$ cat src/logic/hlpf_pkg.sv
// Purpose: shared constants and carrier types for the hodoscope trigger primitive framer
// Assumes: 200 MHz mclk, synchronous active-high reset
// Notes: frame layout is fixed here and must match the trigger unit's decoder
package hlpf_pkg;
	// clock and timing
	localparam int CLK_MHZ = 200;
	localparam int FLUSH_NS = 200;
	localparam int FLUSH_CYCLES = (FLUSH_NS * CLK_MHZ + 999) / 1000;
	localparam int FLUSH_W = 8;

	// detector geometry
	localparam int NUM_CHANNELS = 128;
	localparam int CHAN_W = 7;
	localparam int PLANE_BIT = 6;

	// hit time: coarse 25 ns count plus fine index of 32 sub-windows
	localparam int COARSE_W = 32;
	localparam int SUB_W = 5;
	localparam int TIME_W = COARSE_W + SUB_W;
	localparam int OFFSET_W = 12;
	localparam int CORR_W = 8;

	// fine-time field: sub-window index above, hit count below
	localparam int FINE_W = 8;
	localparam int MULT_W = 3;
	localparam logic [MULT_W-1:0] MULT_SAT = 3'h4;

	// frame layout, 8 bytes
	localparam int FRAME_BYTES = 8;
	localparam int FRAME_W = FRAME_BYTES * 8;
	localparam int DET_ID_W = 16;
	localparam int PLANE_MASK_W = 8;
	localparam logic [DET_ID_W-1:0] DET_ID_RESET = 16'h0001;

	// output buffering and packing
	localparam int FIFO_DEPTH = 16;
	localparam int FIFO_CNT_W = 5;
	localparam logic [FIFO_CNT_W-1:0] FIFO_HEADROOM = 5'h04;
	localparam int PACK_CNT_W = 4;
	localparam logic [PACK_CNT_W-1:0] PACK_MAX = 4'h8;

	typedef struct packed {
		logic [CHAN_W-1:0] channel;
		logic [TIME_W-1:0] time_raw;
		logic [CORR_W-1:0] corr;
	} hlpf_hit_type;

	typedef struct packed {
		logic [DET_ID_W-1:0] det_id;
		logic [PLANE_MASK_W-1:0] plane_mask;
		logic [COARSE_W-1:0] timestamp;
		logic [SUB_W-1:0] sub_window;
		logic [MULT_W-1:0] mult;
	} hlpf_frame_type;

	typedef enum logic [1:0] {
		ACC_IDLE = 2'b01,
		ACC_OPEN = 2'b10
	} hlpf_acc_type;
endpackage

$ cat src/logic/hlpf_framer.sv
// Purpose: trigger primitive framer for a two-plane hodoscope, plus its output FIFO
// Assumes: hits arrive in time order; mclk 200 MHz; sys_rst synchronous active high
// Notes: Summary of operation list below
// Summary of operation
// - each primitive leaves as one 8-byte frame
// - fine-time field is exactly eight bits
// - upper five bits: sub-window index of 32
// - lower three bits: hit count, saturating at four
// - adjacent sub-windows give separate frames
// - optional packing sends detector id once
// - subtract per-channel offset from look-up table
// - hits of both planes combined online
// - slewing and propagation correction applied per hit
// - accepts hits from 128 channels, two planes
// - coarse timestamp takes four frame bytes
`timescale 1ns/1ps

module hlpf_fifo
	import hlpf_pkg::*;
#(
	parameter int WIDTH = 64,
	parameter int DEPTH = 16,
	parameter int CNT_W = 5
)
(
	// clock and reset
	input wire logic mclk,
	input wire logic sys_rst,
	// fill side
	input wire logic in_valid,
	output logic in_ready,
	input wire logic [WIDTH-1:0] in_data,
	// drain side
	output logic out_valid,
	input wire logic out_ready,
	output logic [WIDTH-1:0] out_data,
	output logic [CNT_W-1:0] count
);
	localparam int PTR_W = $clog2(DEPTH);
	logic [WIDTH-1:0] mem [DEPTH];
	logic [PTR_W-1:0] wr_ptr;
	logic [PTR_W-1:0] rd_ptr;
	logic push;
	logic pop;

	// handshake terms, honest full and empty
	assign in_ready = (count != CNT_W'(DEPTH));
	assign out_valid = (count != '0);
	assign push = in_valid && in_ready;
	assign pop = out_valid && out_ready;
	assign out_data = mem[rd_ptr];

	// storage write
	always_ff @(posedge mclk)
	begin
		if (push)
			mem[wr_ptr] <= in_data;
	end

	// pointers and occupancy
	always_ff @(posedge mclk)
	begin
		if (sys_rst)
		begin
			wr_ptr <= '0;
			rd_ptr <= '0;
			count <= '0;
		end
		else
		begin
			if (push)
				wr_ptr <= wr_ptr + 1'b1;
			if (pop)
				rd_ptr <= rd_ptr + 1'b1;
			if (push && !pop)
				count <= count + 1'b1;
			else if (pop && !push)
				count <= count - 1'b1;
		end
	end
endmodule

module hlpf_framer
	import hlpf_pkg::*;
(
	// clock and reset
	input wire logic mclk,
	input wire logic sys_rst,
	// hit input from the converter boards
	input wire logic hit_valid,
	output logic hit_ready,
	input wire hlpf_hit_type hit,
	// offset look-up table load
	input wire logic lut_wr,
	input wire logic [CHAN_W-1:0] lut_channel,
	input wire logic [OFFSET_W-1:0] lut_offset,
	// configuration
	input wire logic [DET_ID_W-1:0] det_id,
	input wire logic pack_en,
	// frame stream toward the trigger unit link
	output logic frame_valid,
	input wire logic frame_ready,
	output logic [FRAME_W-1:0] frame_data,
	output logic frame_last
);
	logic [OFFSET_W-1:0] offset_lut [NUM_CHANNELS];
	logic s1_valid;
	logic [TIME_W-1:0] s1_time;
	logic s1_plane;
	hlpf_acc_type acc_state;
	logic [TIME_W-1:0] acc_time;
	logic [MULT_W-1:0] acc_mult;
	logic [PLANE_MASK_W-1:0] acc_planes;
	logic [FLUSH_W-1:0] idle_cnt;
	logic [DET_ID_W-1:0] det_id_q;
	logic emit;
	hlpf_frame_type emit_frame;
	logic fifo_in_ready;
	logic fifo_out_valid;
	logic fifo_pop;
	logic [FRAME_W-1:0] fifo_out_data;
	logic [FIFO_CNT_W-1:0] fifo_count;
	logic [PACK_CNT_W-1:0] pack_cnt;
	logic new_window;
	logic load_out;

	// offset table, written by the loader port
	always_ff @(posedge mclk)
	begin
		if (lut_wr)
			offset_lut[lut_channel] <= lut_offset;
	end

	// detector id held stable for framing
	always_ff @(posedge mclk)
	begin
		if (sys_rst)
			det_id_q <= DET_ID_RESET;
		else
			det_id_q <= det_id;
	end

	// accept only while the buffer has room for in-flight frames
	always_ff @(posedge mclk)
	begin
		if (sys_rst)
			hit_ready <= 1'b0;
		else
			hit_ready <= (fifo_count <= FIFO_CNT_W'(FIFO_DEPTH) - FIFO_HEADROOM);
	end

	// align stage: subtract channel offset and per-hit correction
	always_ff @(posedge mclk)
	begin
		if (sys_rst)
		begin
			s1_valid <= 1'b0;
			s1_time <= '0;
			s1_plane <= 1'b0;
		end
		else
		begin
			s1_valid <= hit_valid && hit_ready;
			s1_time <= hit.time_raw - TIME_W'(offset_lut[hit.channel]) - TIME_W'(hit.corr);
			s1_plane <= hit.channel[PLANE_BIT];
		end
	end

	// a hit in another sub-window, even the next one, closes the open window
	assign new_window = s1_valid && (acc_state == ACC_OPEN) && (s1_time != acc_time);
	assign emit = new_window || ((acc_state == ACC_OPEN) && !s1_valid && idle_cnt == FLUSH_W'(FLUSH_CYCLES));

	// frame assembly from the open window
	always_comb
	begin
		emit_frame.det_id = det_id_q;
		emit_frame.plane_mask = acc_planes;
		emit_frame.timestamp = acc_time[TIME_W-1:SUB_W];
		emit_frame.sub_window = acc_time[SUB_W-1:0];
		emit_frame.mult = acc_mult;
	end

	// window accumulator: counts hits of both planes per sub-window
	always_ff @(posedge mclk)
	begin
		if (sys_rst)
		begin
			acc_state <= ACC_IDLE;
			acc_time <= '0;
			acc_mult <= '0;
			acc_planes <= '0;
			idle_cnt <= '0;
		end
		else
		begin
			case (acc_state)
				ACC_IDLE:
				begin
					idle_cnt <= '0;
					if (s1_valid)
					begin
						acc_state <= ACC_OPEN;
						acc_time <= s1_time;
						acc_mult <= 3'h1;
						acc_planes <= PLANE_MASK_W'(1) << s1_plane;
					end
				end
				ACC_OPEN:
				begin
					if (s1_valid)
					begin
						idle_cnt <= '0;
						if (new_window)
						begin
							acc_time <= s1_time;
							acc_mult <= 3'h1;
							acc_planes <= PLANE_MASK_W'(1) << s1_plane;
						end
						else
						begin
							if (acc_mult != MULT_SAT)
								acc_mult <= acc_mult + 1'b1;
							acc_planes <= acc_planes | (PLANE_MASK_W'(1) << s1_plane);
						end
					end
					else if (emit)
						acc_state <= ACC_IDLE;
					// a hit held back by our own back-pressure freezes the flush timer,
					// so a stalled window is not split into two frames
					else if (!hit_valid)
						idle_cnt <= idle_cnt + 1'b1;
				end
				default:
					acc_state <= ACC_IDLE;
			endcase
		end
	end

	// output buffer of frames
	hlpf_fifo #(
		.WIDTH(FRAME_W),
		.DEPTH(FIFO_DEPTH),
		.CNT_W(FIFO_CNT_W)
	) u_fifo (
		.mclk(mclk),
		.sys_rst(sys_rst),
		.in_valid(emit),
		.in_ready(fifo_in_ready),
		.in_data(emit_frame),
		.out_valid(fifo_out_valid),
		.out_ready(fifo_pop),
		.out_data(fifo_out_data),
		.count(fifo_count)
	);

	assign load_out = !frame_valid || frame_ready;
	assign fifo_pop = load_out && fifo_out_valid;

	// registered output stage with optional packing of frames
	always_ff @(posedge mclk)
	begin
		if (sys_rst)
		begin
			frame_valid <= 1'b0;
			frame_data <= '0;
			frame_last <= 1'b0;
			pack_cnt <= '0;
		end
		else if (load_out)
		begin
			frame_valid <= fifo_out_valid;
			if (fifo_out_valid)
			begin
				frame_data <= fifo_out_data;
				if (pack_en && pack_cnt != '0)
					frame_data[FRAME_W-1 -: DET_ID_W] <= '0;
				if (!pack_en || pack_cnt == PACK_MAX - 1'b1 || fifo_count == FIFO_CNT_W'(1))
				begin
					frame_last <= 1'b1;
					pack_cnt <= '0;
				end
				else
				begin
					frame_last <= 1'b0;
					pack_cnt <= pack_cnt + 1'b1;
				end
			end
		end
	end
endmodule

$ cat config.mk
export PLATFORM = sky130hd
export DESIGN_NAME = hlpf_framer
export DESIGN_NICKNAME = d
export VERILOG_FILES = /design/src/logic/hlpf_pkg.sv /design/src/logic/hlpf_framer.sv
export SDC_FILE = /design/constraint.sdc
export NUM_CORES = 2
export LEC_CHECK = 0
export BUFFER_PORTS_ARGS = -buffer_cell sky130_fd_sc_hd__buf_2
export CAP_MARGIN = 20
export CORE_ASPECT_RATIO = 1.1
export CORE_MARGIN = 2
export CORE_UTILIZATION = 60
export CTS_CLUSTER_DIAMETER = 100
export DETAILED_ROUTE_END_ITERATION = 12
export GPL_TIMING_DRIVEN = 0
export PLACE_DENSITY = 0.76
export SYNTH_ARGS = -nofsm -noshare
export SYNTH_HDL_FRONTEND = slang
export SYNTH_SLANG_ARGS = --single-unit
$ cat constraint.sdc
create_clock -name mclk -period 18.35 [get_ports mclk]
set_input_delay 1.835 -clock mclk [delete_from_list [all_inputs] [get_ports mclk]]
set_output_delay 1.835 -clock mclk [all_outputs]
set_load 0.05 [all_outputs]
==> out/qor.yml <==
final_layout:
  multi_input_area_sq_um: 23500
  fin_cells: 7900
  nNetsFinal: 5566
  layout.area.seq_sq_um: 77800
  area_delta_synth_final_pct: 14.0
  filler_cell_count: 10000
  drive_gt1_frac: 0.274
timing:
  fin_crit_sh: 0.488
  hold_viol_final: 0
  min_period_ns: 8.95
  setup_tns_ns: 0
  clock.fmax_mhz: 112
  timing.final.max_slew_violations: 0
  final.hold.worst_slack_ns: 0.454
  final.setup_skew_ns: 0.0456
  worst_slew_margin_rel: 0.127
  worst_slew_pin_slew_ns: 1.31
  unrepaired_setup_endpoints_after_global_routing: "no"
  final-setup-viol-count: 0
worst_hold_path:
  hold_path_class: "flip-flop to flip-flop"
clocking:
  post_cts_hold_buffer_count: 0
  clkTransAtPathRegs_ns: 0.07
  clk-insertion-delay-late_ns: 0.88
  clock_net_sink_count: 2653
  ctsLongestPathBuffers: 3
  tritoncts: "yes"
  cts.root.buffer_cell: "clkbuf_16"
  cts_htree_levels: 4
  post_cts.repair.setup_buffers: 0
  cts-buffers-inserted: 241
  cts-resized-gates: 0
setup_path:
  critPathMaxStageDelay_ns: 0.87
  critical_path.cell_chain: "buf_2, buf_2, clkbuf_1, clkbuf_1, mux4_2, o22ai_1, o31ai_1, nor4_1, buf_2, fa_1, ha_1, or2_2, fa_1, a21o_1, a21oi_1, o21ai_0, a31oi_1, o21ai_1, clkbuf_1, nor4_1, mux2_2"
  cp_data_arrival_time_ns: 9.71
  cp_data_required_time_ns: 19.11
  classification_of_the_worst_setup_path: "input port to flip-flop"
  critical_path.endpoint_type: "flip-flop"
  setup.worst_path.start_class: "input port"
  setup.reg_to_reg.worst_slack_ns: 11.25
  timing.critical_path.fanout_max: 10
  critical_path.slowest_cell: "clkbuf_1"
place:
  hpwl_microns: 163000
  globalplace.congestion: 0.935
  dp_cells: 7383
  place.port_buffers: 146
floorplan:
  num_rows: 159
  dieArea_sq_um: 174000
  die_y_microns: 437
  start_util: 0.602
  floorplan.die.width_microns: 398
  floorplan.io_pins: 160
  core_region_area_sq_um: 170000
synth:
  most_numerous_cell_types_in_the_synthesized_netlist: "2464 x edfxtp_1, 706 x mux4_2, 269 x nor2_1"
  synth_compound_area_frac: 0.0208
  number_of_synthesized_register_bits: 2653
  synth-adder-area-share: 0.00608
  synth_cell_types: 64
  edff_count_synth: 2464
  synth_xor_area_frac: 0.00556
  yosysSeqAreaShare: 0.759
  synthesis.yosys.warnings: 0
  synthFlopType: "edfxtp_1"
  synth_top_family_by_area: "multiplexers"
  synth_most_common_cell: "edfxtp_1"
  synth_top_cell_area_share: 0.722
  async_reset_ff_frac: 0
  synth_area_sq_um: 102000
  cell_type_with_the_largest_total_area_after_synthesis: "edfxtp_1"
  synth_mux_area_frac: 0.166
  postSynthAreaPerCell_sq_um: 21.2
  postSynthCellCount: 4841
  synth.area.top_cells: "edfxtp_1 72%, mux4_2 16%, dfxtp_1 3.7%"
  simple_logic_cell_fraction_of_the_synthesized_area: 0.0292
routing:
  drc: 0
  totalWireLength_microns: 259000
  vias_per_cell: 6.65
  starting_drc_count_in_detailed_routing: 6766
  detailedRoute.firstPassIterationCount: 8
  routedWlPerCell_microns: 32.8
  detail-route-antenna-nets: 0
  detailroute.via_count: 52600
global_route:
  pin_count_of_the_biggest_net_entering_global_routing: 97
  gr-total-overflow: 0
  number_of_antenna_violations_at_the_first_check_in_global_routing: 14
  wire_length_of_the_first_global_routing_pass_microns: 368000
  grt_pass1_vias: 52800
  grt_usage: 0.299
pwr:
  power_density_nw_per_um2: 121
  totalPowerFinal_mw: 14.1
  power.static_leakage_nw: 37.7
  vdd_drop_max_v: 0.000110
outcome:
  outcome: "completed"
run:
  max_cap_check_violation_count: 0
[critical path, delay by kind of cell]
family                   cells  cell delay (ns)
AO/OA/AOI/OAI                7             1.90
AND/OR/NAND/NOR              3             1.24
buffers and inverters        6             2.70
adder cells (fa/ha/maj)      3             1.17
multiplexers                 2             0.81
[layout by cell type (no fill, tap or decap), drive strengths merged, types with 6 or more instances in the layout]
cell type  synthesis  layout
clkbuf           150     438
clkinvlp           0      13
nand3b             8       8
nand4             13      13
buf              115     453
clkinv             0     115
conb               1       6
a21o              10      10
nor3               9       9
o21ai             30      30
or3               12      12
o221ai            12      12
nor2b             92      92
and4b              8       8
mux4             706     706
fa                 8       8
inv               45      57
o31ai             15      15
nor4              15      15
mux2i            102     102
o2111ai            7       7
mux2               8       8
ha                37      37
nand2b             6       6
a22oi             19      19
dfxtp            189     189
nand3             24      24
nor2             269     269
o22ai             12      12
nand2            130     130
a211oi            92      92
xnor2             36      36
edfxtp          2464    2464
bufinv             0      31
or4               12      12
a21oi            110     110
xor2              29      29
[metal layers]
layer,global-route usage,vias up,share of wire
li1,-,21200,-
met1,0.392,27500,0.36
met2,0.489,3256,0.50
met3,0.0600,589,0.095
met4,0.134,12,0.048
met5,0,-,0.00030
[per-stage QoR]
stage | util | setup WS, ns | instance area [sq um]
finish | 0.687 | 9.40 | 117000
global route | 0.687 | 9.22 | 117000
CTS | 0.684 | 9.65 | 116000
detailed placement | 0.635 | 8.77 | 108000
global placement | 0.623 | 2.17 | 106000
floorplan | - | 10.42 | 102000
[layout make-up]
cell class | count | share of cell area
plain buffers | 265 | 0.00983
clock buffers | 287 | 0.0548
multi-input cells | 1883 | 0.201
well taps | 2254 | 0.0241
flip-flops and latches | 2653 | 0.666
inverters | 45 | 0.00145
repair buffers | 339 | 0.0273
clock inverters | 171 | 0.0154
diodes | 3 | 0.0000643
[sequential cells by signal (all words and copies together) (netlist names), 3 cells and up, named ones only]
signal	count
pack_cnt	4
det_id_q	16
u_fifo.count	5
idle_cnt	8
s1_time	37
acc_time	37
acc_mult	3
offset_lut	1536
frame_data	58
u_fifo.wr_ptr	4
u_fifo.mem	928
u_fifo.rd_ptr	4
[report_power, final]
| group | internal (mW) | switching [mW] | total, mW |
|---|---|---|---|
| clock | 2.93 | 2.24 | 5.18 |
| combinational | 0.812 | 1.32 | 2.13 |
| sequential | 6.70 | 0.106 | 6.81 |
[logic make-up (layout without fill, tap and decap cells)]
group / Yosys count / after routing
DFF: 2653 / 2653
muxes: 816 / 816
and+or+nand+nor: 624 / 624
AOI/OAI and AO/OA: 327 / 327
buffers and inverters: 310 / 1107
xor gates and xnor gates: 65 / 65
adders and majority gates: 45 / 45
other: 1 / 9
[path summary, 6_finish.rpt]
check                                  startpoint        endpoint  cells past startpoint
worst max register to register  offset_lut[12][0]     s1_time[26]                     20
worst min-delay path               frame_data[20]  frame_data[20]                      2
worst min register to register     frame_data[20]  frame_data[20]                      2
worst max-delay path                      hit[47]     s1_time[26]                     21
Power figures use the tool's default switching activity.
